==> config.mk <==
export PLATFORM = sky130hd
export DESIGN_NAME = bus_write_output_microops
export DESIGN_NICKNAME = d
export VERILOG_FILES = /design/src/common/bwo_pkg.sv /design/src/rtl/bus_write_output_microops.sv /design/src/rtl/phase_gen.sv /design/src/rtl/micro_reg_file.sv
export VERILOG_INCLUDE_DIRS = /design/src /design/src/common
export SDC_FILE = /design/constraint.sdc
export NUM_CORES = 1
export LEC_CHECK = 0
export ABC_AREA = 1
export BUFFER_PORTS_ARGS = -buffer_cell sky130_fd_sc_hd__buf_2
export CAP_MARGIN = 20
export CORE_MARGIN = 3
export CORE_UTILIZATION = 50
export DETAILED_ROUTE_END_ITERATION = 10
export PLACE_DENSITY_LB_ADDON = 0.2
export SYNTH_ARGS = -nofsm -noshare
export SYNTH_HDL_FRONTEND = slang
export SYNTH_SLANG_ARGS = --single-unit
==> constraint.sdc <==
create_clock -name sys_clk_in -period 16.2 [get_ports sys_clk_in]
set_input_delay 2.43 -clock sys_clk_in [delete_from_list [all_inputs] [get_ports sys_clk_in]]
set_output_delay 2.43 -clock sys_clk_in [all_outputs]
set_load 0.02 [all_outputs]
==> src/common/bwo_defines.svh <==
`ifndef BWO_DEFINES_SVH
`define BWO_DEFINES_SVH

// phase codes, one-hot
`define PH_ONE_CODE 4'h1
`define PH_TWO_CODE 4'h2
`define PH_THREE_CODE 4'h4
`define PH_FOUR_CODE 4'h8

// sequencer state codes, one-hot
`define ST_IDLE_CODE 6'h01
`define ST_LOAD_CODE 6'h02
`define ST_CHECK_CODE 6'h04
`define ST_ADDR_CODE 6'h08
`define ST_INC_CODE 6'h10
`define ST_OUT_CODE 6'h20

// upper opcode byte of each micro-operation
`define OPC_STAT_IN 8'hE6
`define OPC_STAT_IN_FLAG 8'hE7
`define OPC_WR_INC_B1 8'hF1
`define OPC_WR_INC_W1 8'hF3
`define OPC_WR_INC_B2 8'hF5
`define OPC_WR_INC_W2 8'hF7
`define OPC_W 8'hF9
`define OPC_WR_ACK 8'hFB
`define OPC_OUT_BYTE 8'hFC
`define OPC_OW 8'hFD
`define OPC_OS 8'hFE

// increments and arithmetic bit positions
`define INC_ONE 8'h01
`define INC_TWO 8'h02
`define REG_NEXT 4'h1
`define NIB_CARRY_BIT 4
`define BYTE_SIGN_BIT 7
`define BYTE_CARRY_BIT 8
`define WORD_SIGN_BIT 15
`define WORD_CARRY_BIT 16
`define ZERO_BYTE 8'h00
`define ZERO_WORD 16'h0000
`endif

==> src/common/bwo_pkg.sv <==
`include "bwo_defines.svh"
package bwo_pkg;
    typedef enum logic [3:0] {
        PH_ONE = `PH_ONE_CODE,
        PH_TWO = `PH_TWO_CODE,
        PH_THREE = `PH_THREE_CODE,
        PH_FOUR = `PH_FOUR_CODE
    } phase_t;

    typedef enum logic [5:0] {
        ST_IDLE = `ST_IDLE_CODE,
        ST_LOAD = `ST_LOAD_CODE,
        ST_CHECK = `ST_CHECK_CODE,
        ST_ADDR = `ST_ADDR_CODE,
        ST_INC = `ST_INC_CODE,
        ST_OUT = `ST_OUT_CODE
    } state_t;

    typedef struct packed {
        phase_t ph;
    } phase_state_t;

    typedef struct packed {
        logic [15:0][7:0] mem;
        logic [7:0] a;
        logic [7:0] b;
        logic [7:0] c;
    } regfile_state_t;

    typedef struct packed {
        state_t st;
        logic [15:0] instr;
        logic [15:0] pend;
        logic pend_v;
        logic ready;
        logic [15:0] sum;
        logic fin;
        logic start;
        logic go;
        logic reply_seen;
        logic addr_valid;
        logic [15:0] dal;
        logic dal_oe;
        logic sync;
        logic dout;
        logic iack;
        logic iack_line_n;
        logic done;
        logic cycle_open;
        logic neg_b;
        logic zero_b;
        logic carry_h;
        logic carry_f;
        logic n;
        logic z;
        logic v;
        logic c;
    } main_state_t;
endpackage

==> src/rtl/bus_write_output_microops.sv <==
// Local design decisions: the register addresses and the plain strobed port.
`timescale 1ns/1ps
`include "bwo_defines.svh"
module bus_write_output_microops
    import bwo_pkg::*;
(
    input wire logic sys_clk_in,
    input wire logic rst_n_in,
    input wire logic [15:0] instr_in,
    input wire logic instr_valid_in,
    output logic instr_ready_out,
    output logic instr_done_out,
    input wire logic [15:0] bus_dal_in,
    input wire logic bus_reply_in,
    input wire logic bus_busy_in,
    output logic [15:0] bus_dal_out,
    output logic bus_dal_oe_out,
    output logic bus_sync_out,
    output logic data_out_strobe_out,
    output logic intr_ack_out,
    output logic bus_iack_line_n_out,
    output logic bus_cycle_open_out,
    output logic byte_negative_out,
    output logic byte_zero_out,
    output logic half_carry_out,
    output logic full_carry_out,
    output logic cc_n_out,
    output logic cc_z_out,
    output logic cc_v_out,
    output logic cc_c_out,
    input wire logic [3:0] reg_addr_in,
    input wire logic [7:0] reg_wdata_in,
    input wire logic reg_wr_in,
    input wire logic reg_rd_in,
    output logic [7:0] reg_rdata_out
);
    logic [1:0] rst_sync_q;
    logic rst_n;
    phase_t ph;
    main_state_t s_q;
    main_state_t s_d;
    logic [7:0] rf_a_rd;
    logic [7:0] rf_b_rd;
    logic [3:0] rf_a_addr;
    logic [3:0] rf_b_addr;
    logic rf_we;
    logic [3:0] rf_waddr;
    logic [7:0] rf_wdata;
    logic [7:0] opc;
    logic is_stat_in;
    logic is_stat_flag;
    logic is_wib;
    logic is_wiw;
    logic is_ack;
    logic is_os;
    logic inc_two;
    logic fin3;
    logic sel_pend;
    logic [7:0] inc_k;
    logic [8:0] sum_byte;
    logic [16:0] sum_word;
    logic [4:0] sum_nib;

    // reset release through two flops
    always_ff @(posedge sys_clk_in or negedge rst_n_in) begin
        if (!rst_n_in) begin
            rst_sync_q <= 2'h0;
        end else begin
            rst_sync_q <= {rst_sync_q[0], 1'b1};
        end
    end
    assign rst_n = rst_sync_q[1];

    phase_gen i_phase_gen (
        .clk_in(sys_clk_in),
        .rst_n_in(rst_n),
        .phase_out(ph)
    );

    scratch_reg_file i_scratch_reg_file (
        .clk_in(sys_clk_in),
        .rst_n_in(rst_n),
        .a_addr_in(rf_a_addr),
        .b_addr_in(rf_b_addr),
        .c_addr_in(reg_addr_in),
        .c_rd_in(reg_rd_in),
        .we_in(rf_we),
        .waddr_in(rf_waddr),
        .wdata_in(rf_wdata),
        .a_data_out(rf_a_rd),
        .b_data_out(rf_b_rd),
        .c_data_out(reg_rdata_out)
    );

    // decode of the running micro-operation
    assign opc = s_q.instr[15:8];
    assign is_stat_in = (opc == `OPC_STAT_IN) || (opc == `OPC_STAT_IN_FLAG);
    assign is_stat_flag = (opc == `OPC_STAT_IN_FLAG);
    assign is_wib = (opc == `OPC_WR_INC_B1) || (opc == `OPC_WR_INC_B2);
    assign is_wiw = (opc == `OPC_WR_INC_W1) || (opc == `OPC_WR_INC_W2);
    assign is_ack = (opc == `OPC_WR_ACK);
    assign is_os = (opc == `OPC_OS);
    assign inc_two = (opc == `OPC_WR_INC_B2) || (opc == `OPC_WR_INC_W2);
    assign inc_k = inc_two ? `INC_TWO : `INC_ONE;

    // increment adders, byte and word
    assign sum_byte = {1'b0, rf_a_rd} + {1'b0, inc_k};
    assign sum_word = {1'b0, rf_b_rd, rf_a_rd} + {9'h000, inc_k};
    assign sum_nib = {1'b0, rf_a_rd[3:0]} + {1'b0, inc_k[3:0]};

    // does the running operation end in this microcycle
    assign fin3 = (s_q.st == ST_LOAD) || (s_q.st == ST_INC)
                  || (s_q.st == ST_ADDR && !is_wiw)
                  || (s_q.st == ST_OUT && (is_os || bus_reply_in));

    // in phase_three a finishing op lets the next one read ahead
    assign sel_pend = (ph == PH_THREE) && (s_q.st == ST_IDLE || fin3);
    assign rf_a_addr = sel_pend ? s_q.pend[3:0] : s_q.instr[3:0];
    assign rf_b_addr = sel_pend ? s_q.pend[7:4] : s_q.instr[7:4];

    // first state of a newly started micro-operation
    function automatic state_t first_state(input logic [7:0] code);
        state_t st;
        st = ST_LOAD;
        if (code == `OPC_W || code == `OPC_WR_ACK || code == `OPC_WR_INC_B1
            || code == `OPC_WR_INC_B2 || code == `OPC_WR_INC_W1 || code == `OPC_WR_INC_W2) begin
            st = ST_CHECK;
        end else if (code == `OPC_OUT_BYTE || code == `OPC_OW || code == `OPC_OS) begin
            st = ST_OUT;
        end
        return st;
    endfunction

    // sequencer: one pass per phase
    always_comb begin
        s_d = s_q;
        s_d.done = 1'b0;
        s_d.sync = 1'b0;
        s_d.iack = 1'b0;
        s_d.iack_line_n = 1'b1;
        rf_we = 1'b0;
        rf_waddr = s_q.instr[3:0];
        rf_wdata = `ZERO_BYTE;
        unique case (ph)
            PH_ONE: begin
                // strobe for the next phase, address already on the bus
                if (s_q.st == ST_ADDR) begin
                    s_d.sync = 1'b1;
                    s_d.iack = is_ack;
                end
                // upper half of a word increment
                if (s_q.st == ST_INC) begin
                    rf_we = 1'b1;
                    rf_waddr = s_q.instr[7:4];
                    rf_wdata = s_q.sum[15:8];
                end
            end
            PH_TWO: begin
                // status word low byte first, no bus handshake
                if (s_q.st == ST_LOAD && is_stat_in) begin
                    rf_we = 1'b1;
                    rf_wdata = bus_dal_in[7:0];
                    s_d.neg_b = bus_dal_in[`BYTE_SIGN_BIT];
                    s_d.zero_b = (bus_dal_in[7:0] == `ZERO_BYTE);
                    if (is_stat_flag) begin
                        s_d.n = bus_dal_in[`BYTE_SIGN_BIT];
                        s_d.z = (bus_dal_in[7:0] == `ZERO_BYTE);
                        s_d.v = 1'b0;
                    end
                end
            end
            PH_THREE: begin
                s_d.fin = fin3;
                s_d.start = (s_q.st == ST_IDLE || fin3) && s_q.pend_v;
                s_d.go = !bus_busy_in && !bus_reply_in;
                s_d.reply_seen = (s_q.st == ST_OUT) && bus_reply_in;
                // status word upper byte into the next register
                if (s_q.st == ST_LOAD && is_stat_in) begin
                    rf_we = 1'b1;
                    rf_waddr = s_q.instr[3:0] + `REG_NEXT;
                    rf_wdata = bus_dal_in[15:8];
                end
                // byte increment touches a_port_register only
                if (s_q.st == ST_ADDR && is_wib) begin
                    rf_we = 1'b1;
                    rf_wdata = sum_byte[7:0];
                    s_d.neg_b = sum_byte[`BYTE_SIGN_BIT];
                    s_d.zero_b = (sum_byte[7:0] == `ZERO_BYTE);
                    s_d.carry_h = sum_nib[`NIB_CARRY_BIT];
                    s_d.carry_f = sum_byte[`BYTE_CARRY_BIT];
                end
                // word increment: low byte now, upper in next microcycle
                if (s_q.st == ST_ADDR && is_wiw) begin
                    rf_we = 1'b1;
                    rf_wdata = sum_word[7:0];
                    s_d.sum = sum_word[15:0];
                    s_d.neg_b = sum_word[`WORD_SIGN_BIT];
                    s_d.zero_b = (sum_word[15:0] == `ZERO_WORD);
                    s_d.carry_h = sum_nib[`NIB_CARRY_BIT];
                    s_d.carry_f = sum_word[`WORD_CARRY_BIT];
                end
            end
            PH_FOUR: begin
                // address and data leave the bus at the end of phase_four
                s_d.dal_oe = 1'b0;
                s_d.addr_valid = 1'b0;
                s_d.dout = 1'b0;
                if (s_q.st != ST_IDLE && s_q.fin) begin
                    s_d.done = 1'b1;
                    if (s_q.st == ST_OUT) begin
                        s_d.cycle_open = 1'b0;
                    end
                end
                if (s_q.st == ST_IDLE || s_q.fin) begin
                    if (s_q.start) begin
                        s_d.instr = s_q.pend;
                        s_d.pend_v = 1'b0;
                        s_d.st = first_state(s_q.pend[15:8]);
                        // output data from phase_one, strobe too except for OPC_OS, no write needed
                        if (first_state(s_q.pend[15:8]) == ST_OUT) begin
                            s_d.dal = {rf_b_rd, rf_a_rd};
                            s_d.dal_oe = 1'b1;
                            s_d.dout = (s_q.pend[15:8] != `OPC_OS);
                        end
                    end else begin
                        s_d.st = ST_IDLE;
                    end
                end else if (s_q.st == ST_CHECK && s_q.go) begin
                    // address microcycle follows the clean check
                    s_d.st = ST_ADDR;
                    s_d.dal = {rf_b_rd, rf_a_rd};
                    s_d.dal_oe = 1'b1;
                    s_d.addr_valid = 1'b1;
                    s_d.cycle_open = !is_ack;
                end else if (s_q.st == ST_ADDR) begin
                    s_d.st = ST_INC;
                end else if (s_q.st == ST_OUT) begin
                    // no reply yet: keep data and strobe up
                    s_d.dal_oe = 1'b1;
                    s_d.dout = !is_os;
                end
            end
            default: begin
                s_d.st = ST_IDLE;
            end
        endcase
        // register port writes only while the sequencer is idle
        if (s_q.st == ST_IDLE && reg_wr_in) begin
            rf_we = 1'b1;
            rf_waddr = reg_addr_in;
            rf_wdata = reg_wdata_in;
        end
        // one-deep instruction holding slot
        if (s_q.ready && instr_valid_in) begin
            s_d.pend = instr_in;
            s_d.pend_v = 1'b1;
        end
        s_d.ready = !s_d.pend_v;
    end

    // state register
    always_ff @(posedge sys_clk_in or negedge rst_n) begin
        if (!rst_n) begin
            s_q <= '0;
            s_q.st <= ST_IDLE;
            s_q.iack_line_n <= 1'b1;
            s_q.ready <= 1'b1;
        end else begin
            s_q <= s_d;
        end
    end

    // outputs straight from the state register
    assign instr_ready_out = s_q.ready;
    assign instr_done_out = s_q.done;
    assign bus_dal_out = s_q.dal;
    assign bus_dal_oe_out = s_q.dal_oe;
    assign bus_sync_out = s_q.sync;
    assign data_out_strobe_out = s_q.dout;
    assign intr_ack_out = s_q.iack;
    assign bus_iack_line_n_out = s_q.iack_line_n;
    assign bus_cycle_open_out = s_q.cycle_open;
    assign byte_negative_out = s_q.neg_b;
    assign byte_zero_out = s_q.zero_b;
    assign half_carry_out = s_q.carry_h;
    assign full_carry_out = s_q.carry_f;
    assign cc_n_out = s_q.n;
    assign cc_z_out = s_q.z;
    assign cc_v_out = s_q.v;
    assign cc_c_out = s_q.c;
endmodule // bus_write_output_microops

==> src/rtl/phase_gen.sv <==
`timescale 1ns/1ps
module phase_gen
    import bwo_pkg::*;
(
    input wire logic clk_in,
    input wire logic rst_n_in,
    output phase_t phase_out
);
    phase_state_t s_q;
    phase_state_t s_d;

    // four clocks per microcycle, phase_one first after reset
    always_comb begin
        s_d = s_q;
        unique case (s_q.ph)
            PH_ONE: s_d.ph = PH_TWO;
            PH_TWO: s_d.ph = PH_THREE;
            PH_THREE: s_d.ph = PH_FOUR;
            PH_FOUR: s_d.ph = PH_ONE;
            default: s_d.ph = PH_ONE;
        endcase
    end

    // phase register
    always_ff @(posedge clk_in or negedge rst_n_in) begin
        if (!rst_n_in) begin
            s_q.ph <= PH_ONE;
        end else begin
            s_q <= s_d;
        end
    end

    assign phase_out = s_q.ph;
endmodule // phase_gen

==> src/rtl/micro_reg_file.sv <==
`timescale 1ns/1ps
module scratch_reg_file
    import bwo_pkg::*;
(
    input wire logic clk_in,
    input wire logic rst_n_in,
    input wire logic [3:0] a_addr_in,
    input wire logic [3:0] b_addr_in,
    input wire logic [3:0] c_addr_in,
    input wire logic c_rd_in,
    input wire logic we_in,
    input wire logic [3:0] waddr_in,
    input wire logic [7:0] wdata_in,
    output logic [7:0] a_data_out,
    output logic [7:0] b_data_out,
    output logic [7:0] c_data_out
);
    regfile_state_t s_q;
    regfile_state_t s_d;

    // one write port, three registered read ports with write-through
    always_comb begin
        s_d = s_q;
        if (we_in) begin
            s_d.mem[waddr_in] = wdata_in;
        end
        s_d.a = (we_in && waddr_in == a_addr_in) ? wdata_in : s_q.mem[a_addr_in];
        s_d.b = (we_in && waddr_in == b_addr_in) ? wdata_in : s_q.mem[b_addr_in];
        if (c_rd_in) begin
            s_d.c = (we_in && waddr_in == c_addr_in) ? wdata_in : s_q.mem[c_addr_in];
        end
    end

    // storage register
    always_ff @(posedge clk_in or negedge rst_n_in) begin
        if (!rst_n_in) begin
            s_q <= '0;
        end else begin
            s_q <= s_d;
        end
    end

    assign a_data_out = s_q.a;
    assign b_data_out = s_q.b;
    assign c_data_out = s_q.c;
endmodule // scratch_reg_file

==> flow_summary.json, run 1 <==
{
  "avgSynthCellArea_um2": 7.092,
  "hold_viol_final": 0,
  "synth.most_common_cell": "nand2_1",
  "yosys.area.top_type": "dfrtp_1",
  "grt_max_degree": 77,
  "synthFlopType": "dfrtp_1",
  "drt_pass1_iterations": 7,
  "skew_ns": 0.009680,
  "ant_nets": 0,
  "start_kind": "primary input",
  "ys_ff_latch": 237,
  "crit_chain": "buf_2, clkinv_1, buf_4, nor2_1, a21oi_4, nor3_4, nand2_2, nand2_1, o21ai_2",
  "clock_latency_ns": 0.55,
  "io_buffers": 87,
  "cts_tree": "yes",
  "synth_cells": 2114,
  "finalCritPeriodShare": 0.3266,
  "critical_path.endpoint_type": "flip-flop",
  "cp.arrival_ns": 5.69,
  "ys_types": 52,
  "path_class": "primary input to flip-flop",
  "synth-edff-count": 0,
  "cts_buffer_depth": 3,
  "finalSetupTns_ns": 0,
  "ys_seq_area_frac": 0.3958,
  "grt_overflow_total": 0,
  "cp_max_fo": 34,
  "die-area_um2": 32100,
  "ir_worst_vdd_mv": 0.1077,
  "dr.first_iter.drc_count": 1775,
  "dp_hpwl_um": 36300,
  "critPathBufInv": 3,
  "cellPowerDensity_nw_per_um2": 194.7,
  "grt_antenna_before_repair": 0,
  "io_pins": 91,
  "hold_path.class": "flip-flop to asynchronous set/reset pin",
  "worst_path_max_delay_cell": "clkinv_1",
  "max_stage_delay_ns": 0.70,
  "vias_per_cell": 5.974,
  "n_fill_cell": 2813,
  "grt_pass1_wl_um": 81220,
  "drcViolationCount": 0,
  "holdWs_ns": 0.2930,
  "clockRootBuffer": "clkbuf_16",
  "netlist.area_leader.share": 0.3906,
  "cts_sinks": 237,
  "diodes": 0,
  "drv_cap": 0,
  "h-tree-depth": 1,
  "cts_hold_buffers": 0,
  "area_growth_pct": 8.479,
  "gp_congestion": 1.042,
  "async_flop_share": 1.000,
  "crit_required_ns": 16.60,
  "grt_usage": 0.3300,
  "crit_family": "buffers and inverters",
  "status": "finished clean",
  "drive_gt1_frac": 0.1267,
  "setup_violations": 0,
  "post_drt_wl_per_cell_um": 21.23,
  "worst_pin_slew_ns": 1.118,
  "wl_um": 53380,
  "yosys_warnings": 0,
  "die_y_um": 179.2,
  "layout.nets": 2167,
  "final.min_clock_period_ns": 5.290,
  "synth.cell_area_um2": 14990,
  "cts_repair_resize_count": 0,
  "numCtsBuffers": 27,
  "die_w_um": 179.2,
  "synth_area_leaders": "dfrtp_1 (39%), nand3_1 (15%), nand2_1 (13%), inv_1 (5.5%), o21ai_0 (5.3%)",
  "rsz0062_at_grt": "false",
  "rows": 62,
  "start_util": 0.5154,
  "p_leak_nw": 7.879,
  "grt_pass1_vias": 14147,
  "vias": 15024,
  "synth_common_cells": "nand2_1 (523), nand3_1 (450), dfrtp_1 (234), inv_1 (218), o21ai_0 (158)",
  "clk_pin_slew_ns": 0.06,
  "core-area_um2": 29090,
  "clock.fmax_ghz": 0.1890,
  "slew_viol_final": 0,
  "max_slew_margin": 0.2529,
  "post_cts_buffers": 0
}
==> power breakdown <==
group	internal [mW]	leakage (nW)	switching [mW]	total, mW
clock network	0.393	0.462	0.252	0.645
registers	0.803	3.04	0.167	0.971
logic	0.464	4.38	1.09	1.55
==> sequential cells by signal (all words and copies together) (netlist names), 2 cells and up <==
signal / flops
i_phase_gen.phase_out: 4
rst_sync_q: 2
i_scratch_reg_file.b_data_out: 8
s_q: 42
i_scratch_reg_file.s_q: 128
opc: 8
bus_dal_out: 16
i_scratch_reg_file.c_data_out: 8
i_scratch_reg_file.a_data_out: 8
==> routing by layer <==
metal,vias up,share of wire,global-route usage
li1,6957,-,-
met1,6992,0.40,0.4321
met2,856,0.44,0.5225
met3,219,0.093,0.05930
met4,0,0.065,0.1733
met5,-,0,0
==> cells in the final DEF (no fill, tap or decap), types with 32 or more instances in the layout <==
cell / Yosys / layout
a21oi_1: 85 / 83
buf_2: 38 / 87
dfrtp_1: 234 / 233
inv_1: 218 / 218
nand2_1: 523 / 520
nand2_2: 29 / 32
nand3_1: 450 / 450
nor2_1: 42 / 42
o21ai_0: 158 / 158
o21ai_1: 70 / 70
==> final timing paths <==
| kind | slack, ns | startpoint | cells past startpoint | endpoint |
|---|---|---|---|---|
| setup / recovery | 10.91 | reg_addr_in[1] | 9 | i_scratch_reg_file.s_q[136]$_DFFE_PN0P_ |
| hold / removal | 0.29 | rst_sync_q[1]$_DFF_PN0_ | 0 | s_q[75]$_DFFE_PN0P_ |
| setup reg to reg | 11.99 | s_q[89]$_DFFE_PN0P_ | 15 | i_scratch_reg_file.b_data_out[2]$_DFF_PN0_ |
| hold reg to reg | 0.29 | rst_sync_q[1]$_DFF_PN0_ | 0 | s_q[75]$_DFFE_PN0P_ |
| max in group asynchronous | 13.97 | rst_sync_q[1]$_DFF_PN0_ | 2 | i_scratch_reg_file.s_q[108]$_DFFE_PN0P_ |
| min in group sys_clk_in | 0.38 | rst_sync_q[0]$_DFF_PN0_ | 0 | rst_sync_q[1]$_DFF_PN0_ |
==> cell type report <==
type	count	area [µm²]	area share
flip-flops and latches	237	5938	0.3651
clock buffers	37	803.3	0.04939
inverters	235	889.6	0.05470
clock inverters	11	145.1	0.008924
multi-input cells	1503	7413	0.4558
repair buffers	108	593.1	0.03647
well taps	384	480.5	0.02954
==> worst reg2reg max path, stage by stage (launching register included) <==
cell     delay [ns]
dfrtp_1        0.43
nor2_4         0.17
nand3_1        0.08
nor2_1         0.25
nand2_1        0.13
nand4_1        0.23
nand3_1        0.84
nand2_1        0.75
buf_4          0.44
nand2_1        0.10
nand3_1        0.08
nand3_1        0.13
nand3_1        0.17
nand2_1        0.16
nand2_1        0.09
nand2_1        0.05
==> per-stage QoR <==
step                      instances  worst slack (ns)  utilization  total power, mW  cell area, µm²
after floorplan                2116             9.112            -            2.037           15000
after global placement         2466             10.57       0.5262            2.451           15310
after detailed placement       2467             10.52       0.5265            2.475           15310
after CTS                      2515             11.09       0.5591            3.131           16260
after global routing           2515             10.83       0.5591            3.376           16260
final                          2515             10.91       0.5591            3.167           16260
==> cell families (layout without fill, tap and decap cells) <==
kind of cell / after synthesis / after routing / share of synthesized area
AOI/OAI and AO/OA: 370 / 370 / 0.1362
xor gates and xnor gates: 13 / 13 / 0.007595
adders and majority gates: 4 / 4 / 0.003839
buffers and inverters: 376 / 391 / 0.1122
DFF: 237 / 237 / 0.3958
muxes: 10 / 10 / 0.007511
other: 2 / 4 / 0.0005009
and+or+nand+nor: 1102 / 1102 / 0.3363
Note: power is estimated with default switching activity, not from simulation.
==> run 2, diff against run 1 <==
==> constraint.sdc (replaced) <==
create_clock -name sys_clk_in -period 5.1 [get_ports sys_clk_in]
set_input_delay 0.765 -clock sys_clk_in [delete_from_list [all_inputs] [get_ports sys_clk_in]]
set_output_delay 0.765 -clock sys_clk_in [all_outputs]
set_load 0.02 [all_outputs]
==> flow_summary.json, run 2 (synthesis gave the netlist of run 1 again) <==
{
  "met1Wirelength_um": 19990,
  "critical_path.endpoint_type": "flip-flop",
  "n_fill_cell": 2840,
  "whs_path_depth": 0,
  "critPathBufInv": 1,
  "die-area_um2": 32100,
  "clockRootBuffer": "clkbuf_16",
  "drt_pass1_iterations": 7,
  "grt_antenna_before_repair": 1,
  "vias_per_cell": 6.015,
  "io_buffers": 87,
  "clock_latency_ns": 0.56,
  "crit_chain": "nand2_1, nor2_1, inv_1, nor2_1, nand2_1, fa_1, nor3_1, nand3_1, xor2_1, nand2_1, nand3_1, a21oi_2, nand3_1, nand3_1, nand2_1",
  "max_stage_delay_ns": 0.81,
  "grt_pass1_vias": 14582,
  "max_slew_margin": 0.2562,
  "multiInputGateArea_um2": 7396,
  "rrSetupSlack_ns": 1.30,
  "io_pins": 91,
  "grt_usage": 0.3297,
  "ff_latch_area_um2": 5938,
  "h-tree-depth": 1,
  "grt_pass1_wl_um": 81800,
  "diodes": 0,
  "largest_reg_flops": 128,
  "cp_max_fo": 18,
  "min_to": "rst_sync_q[1]$_DFF_PN0_",
  "vias": 15211,
  "cp.arrival_ns": 4.24,
  "wl_um": 53110,
  "gp_congestion": 1.011,
  "path_class": "flip-flop to flip-flop",
  "die_w_um": 179.2,
  "worst_path_max_delay_cell": "a21oi_2",
  "final_core_util": 0.5635,
  "final.min_clock_period_ns": 3.803,
  "layout_commonest_cell": "nand2_1",
  "crit_required_ns": 5.54,
  "timing.rr.start": "opc[6]$_DFFE_PN0P_",
  "numCtsBuffers": 28,
  "drcViolationCount": 0,
  "core-area_um2": 29090,
  "start_kind": "flip-flop",
  "clk_pin_slew_ns": 0.06,
  "grt_overflow_total": 0,
  "worst_pin_slew_ns": 1.116,
  "finalSetupTns_ns": 0,
  "setup_violations": 0,
  "wl_met2_um": 23440,
  "highest_layer": "met5",
  "slew_viol_final": 0,
  "regMostFlops": "i_scratch_reg_file.s_q",
  "cts_sinks": 237,
  "worstReg2RegEnd": "i_scratch_reg_file.c_data_out[6]$_DFFE_PN0P_",
  "met3_length_um": 5811,
  "status": "finished clean",
  "power.total_mw": 10.16,
  "layout.nets": 2178,
  "cellPowerDensity_nw_per_um2": 619.6,
  "drv_cap": 0,
  "rows": 62,
  "cts_tree": "yes",
  "grt_max_degree": 112,
  "final_cell_mix": "nand2_1 (521), nand3_1 (450), dfrtp_1 (233)",
  "cts_buffer_depth": 3,
  "start_util": 0.5154,
  "hold_viol_final": 0,
  "p_leak_nw": 7.972,
  "ir_worst_vdd_mv": 0.4075,
  "holdCritStartpoint": "rst_sync_q[0]$_DFF_PN0_",
  "hold_path.class": "flip-flop to flip-flop",
  "die_y_um": 179.2,
  "dr.first_iter.drc_count": 1726,
  "reg2reg_depth": 15,
  "dp_hpwl_um": 35710,
  "post_drt_wl_per_cell_um": 21.00,
  "crit_family": "simple AND/OR/NAND/NOR gates",
  "drive_gt1_frac": 0.1315,
  "finalCritPeriodShare": 0.7457,
  "clock.fmax_ghz": 0.2629,
  "ant_nets": 0,
  "area_growth_pct": 9.347,
  "rsz0062_at_grt": "false",
  "skew_ns": 0.01840
}
[run 2: cell types whose count changed in the layout (fill, tap and decap cells not counted), sizes merged]
cell and change:
buf +9, clkinvlp -3, dlygate4sd3 +1, inv -1, clkbuf -4, clkinv +10
bufinv +2
[run 2: layer usage]
layer | global-route usage | vias to the layer above
li1 | - | 6985
met1 | 0.4141 | 7063
met2 | 0.5124 | 923
met3 | 0.07709 | 238
met4 | 0.2075 | 2
met5 | 0 | -
[run 2: layout make-up]
cell class / count / share of cell area
multi-input cells: 1503 / 0.4512
flip-flops and latches: 237 / 0.3622
inverters: 235 / 0.05427
clock buffers: 33 / 0.04702
repair buffers: 118 / 0.04213
well taps: 384 / 0.02931
clock inverters: 19 / 0.01389
[run 2: report_power, final]
group          internal [mW]  switching [mW]  leakage (nW)  total (mW)
registers               2.55           0.485          3.04        3.04
logic                   1.50            3.44          4.43        4.95
clock network           1.33           0.844         0.506        2.17
total                   5.39            4.77          7.97        10.2
[run 2: what timing repair did]
action,in CTS,in global routing
hold buffers,1,0
endpoints found under the hold margin,2,0
setup buffers,0,0
gates resized for setup,0,0
[run 2: how the worst max path moves through the flow]
stage	cells after the start	endpoint	slack, ns	from
detailed placement	15	i_scratch_reg_file.c_data_out[6]$_DFFE_PN0P_	1.33	opc[6]$_DFFE_PN0P_
global route	15	i_scratch_reg_file.c_data_out[6]$_DFFE_PN0P_	1.01	opc[6]$_DFFE_PN0P_
CTS	15	i_scratch_reg_file.a_data_out[6]$_DFF_PN0_	1.34	opc[6]$_DFFE_PN0P_
global placement	15	i_scratch_reg_file.c_data_out[6]$_DFFE_PN0P_	1.50	opc[7]$_DFFE_PN0P_
finish	15	i_scratch_reg_file.c_data_out[6]$_DFFE_PN0P_	1.30	opc[6]$_DFFE_PN0P_
floorplan	0	bus_cycle_open_out$_DFFE_PN0P_	1.21	rst_sync_q[1]$_DFF_PN0_
[run 2: per-stage QoR]
stage	worst slack (ns)	instance area [µm²]	hold WS (ns)	cells
floorplan	1.210	15000	0.3311	2116
global placement	1.495	15370	0.3340	2475
detailed placement	1.332	15370	0.3355	2475
CTS	1.336	16380	0.3512	2528
global route	1.012	16390	0.3514	2529
finish	1.297	16390	0.3362	2529
==> run 3, diff against run 2 <==
==> constraint.sdc (replaced) <==
create_clock -name sys_clk_in -period 3.5 [get_ports sys_clk_in]
set_input_delay 0.525 -clock sys_clk_in [delete_from_list [all_inputs] [get_ports sys_clk_in]]
set_output_delay 0.525 -clock sys_clk_in [all_outputs]
set_load 0.02 [all_outputs]
==> flow_summary.json, run 3 (synthesis gave the netlist of run 1 again) <==
{
  "area_growth_pct": 10.28,
  "cellPowerDensity_nw_per_um2": 890.4,
  "clock.fmax_ghz": 0.3169,
  "ant_nets": 0,
  "final_cell_area_um2": 16530,
  "io_pins": 91,
  "cts_tree": "yes",
  "placed_cell_area_um2": 15590,
  "vias_per_cell": 5.976,
  "die-area_um2": 32100,
  "regMostFlops": "i_scratch_reg_file.s_q",
  "core-area_um2": 29090,
  "crit_required_ns": 3.93,
  "drive_gt1_frac": 0.1354,
  "layout.nets": 2191,
  "status": "finished clean",
  "start_kind": "flip-flop",
  "path_class": "flip-flop to flip-flop",
  "numCtsBuffers": 27,
  "drv_cap": 0,
  "h-tree-depth": 1,
  "critical_path.endpoint_type": "flip-flop",
  "dp_hpwl_um": 34830,
  "cts_sinks": 237,
  "clk_pin_slew_ns": 0.06,
  "post_drt_wl_per_cell_um": 20.57,
  "n_fill_cell": 2734,
  "multiInputGateArea_um2": 7398,
  "gp_congestion": 1.006,
  "grt_overflow_total": 0,
  "die_y_um": 179.2,
  "final.min_clock_period_ns": 3.156,
  "grt_pass1_vias": 14510,
  "setup_violations": 0,
  "rsz0062_at_grt": "false",
  "grt_usage": 0.3247,
  "cts_buffer_depth": 3,
  "ff_latch_area_um2": 5938,
  "hold_path.class": "primary input to flip-flop",
  "drt_pass1_iterations": 9,
  "max_slew_margin": 0.4427,
  "p_leak_nw": 8.024,
  "finalSetupTns_ns": 0,
  "layout_commonest_cell": "nand2_1",
  "grt_antenna_before_repair": 1,
  "ir_worst_vdd_mv": 0.4781,
  "die_w_um": 179.2,
  "cp.arrival_ns": 3.59,
  "skew_ns": 0.01482,
  "largest_reg_flops": 128,
  "finalCritPeriodShare": 0.9017,
  "slew_viol_final": 0,
  "grt_pass1_wl_um": 80720,
  "wl_um": 52260,
  "hold_viol_final": 0,
  "dr.first_iter.drc_count": 1680,
  "diodes": 0,
  "start_util": 0.5154,
  "final_cell_mix": "nand2_1 (523), nand3_1 (450), dfrtp_1 (233)",
  "rows": 62,
  "drcViolationCount": 0,
  "clock_latency_ns": 0.55,
  "io_buffers": 87,
  "grt_max_degree": 80,
  "clockRootBuffer": "clkbuf_16",
  "cp_max_fo": 4,
  "worst_pin_slew_ns": 0.8350,
  "vias": 15185
}
==> run 3: per-layer routing <==
layer	wire length (µm)	share of wire	up-vias	global-route usage
li1	-	-	7011	-
met1	19840	0.38	7009	0.4139
met2	23370	0.45	934	0.5252
met3	5826	0.11	229	0.06311
met4	3216	0.062	2	0.1678
met5	13	0.00025	-	0
==> run 3: timing repair <==
item                       CTS  global route
hold endpoints to repair     2             0
setup endpoints to repair    0             3
resized for setup            0             2
buffers inserted             0             0
hold buffers                 1             0
==> run 3: metrics by stage <==
step / std cells / setup slack [ns] / utilization / hold slack, ns / power, mW
2_1_floorplan: 2116 / 0.5080 / - / 0.2294 / 9.424
3_3_place_gp: 2490 / 0.3147 / 0.5359 / 0.3109 / 11.41
3_5_place_dp: 2490 / 0.2511 / 0.5359 / 0.3115 / 11.54
4_1_cts: 2541 / 0.2393 / 0.5681 / 0.1551 / 14.53
5_1_grt: 2541 / 0.02359 / 0.5683 / 0.1578 / 15.72
6_report: 2541 / 0.3439 / 0.5683 / 0.1649 / 14.72
==> run 3: worst max-delay path, stage by stage (launching register included) <==
cell and delay [ns]:
dfrtp_1 0.40, nand2_1 0.07, nor2_1 0.07, inv_1 0.07, nor2_1 0.05, nand2_1 0.17, ha_1 0.20, inv_1 0.06
fa_1 0.44, nor3_2 0.29, nand3_1 0.15, nor2_1 0.25, nand2_1 0.12, nor3_1 0.19, xor2_1 0.21, nor2_1 0.06
nand3_1 0.08, nand2_1 0.05, nand2_1 0.05, a21oi_1 0.05
==> run 3: report_power, final <==
part / switching [mW] / leakage, nW / internal [mW]
logic: 5.05 / 4.53 / 2.32
clock network: 1.19 / 0.454 / 1.76
registers: 0.688 / 3.04 / 3.72
==> run 3: cell type report <==
type,count,area share
multi-input combinational,1503,0.4475
sequential,237,0.3592
timing repair buffer,132,0.05449
inverter,235,0.05381
clock buffer,36,0.04654
tap,384,0.02906
clock inverter,14,0.009460
==> run 3: final timing paths <==
| path | end | from | slack, ns | cells past startpoint |
|---|---|---|---|---|
| hold reg to reg | rst_sync_q[1]$_DFF_PN0_ | rst_sync_q[0]$_DFF_PN0_ | 0.35 | 0 |
| setup reg to reg | byte_zero_out$_DFFE_PN0P_ | opc[7]$_DFFE_PN0P_ | 0.34 | 19 |
| hold / removal | s_q[33]$_DFFE_PN0N_ | bus_busy_in | 0.16 | 2 |
| max in group asynchronous | i_scratch_reg_file.s_q[114]$_DFFE_PN0P_ | rst_sync_q[1]$_DFF_PN0_ | 2.10 | 1 |
| min in group asynchronous | rst_sync_q[1]$_DFF_PN0_ | rst_n_in | 0.29 | 2 |
| setup / recovery | byte_zero_out$_DFFE_PN0P_ | opc[7]$_DFFE_PN0P_ | 0.34 | 19 |
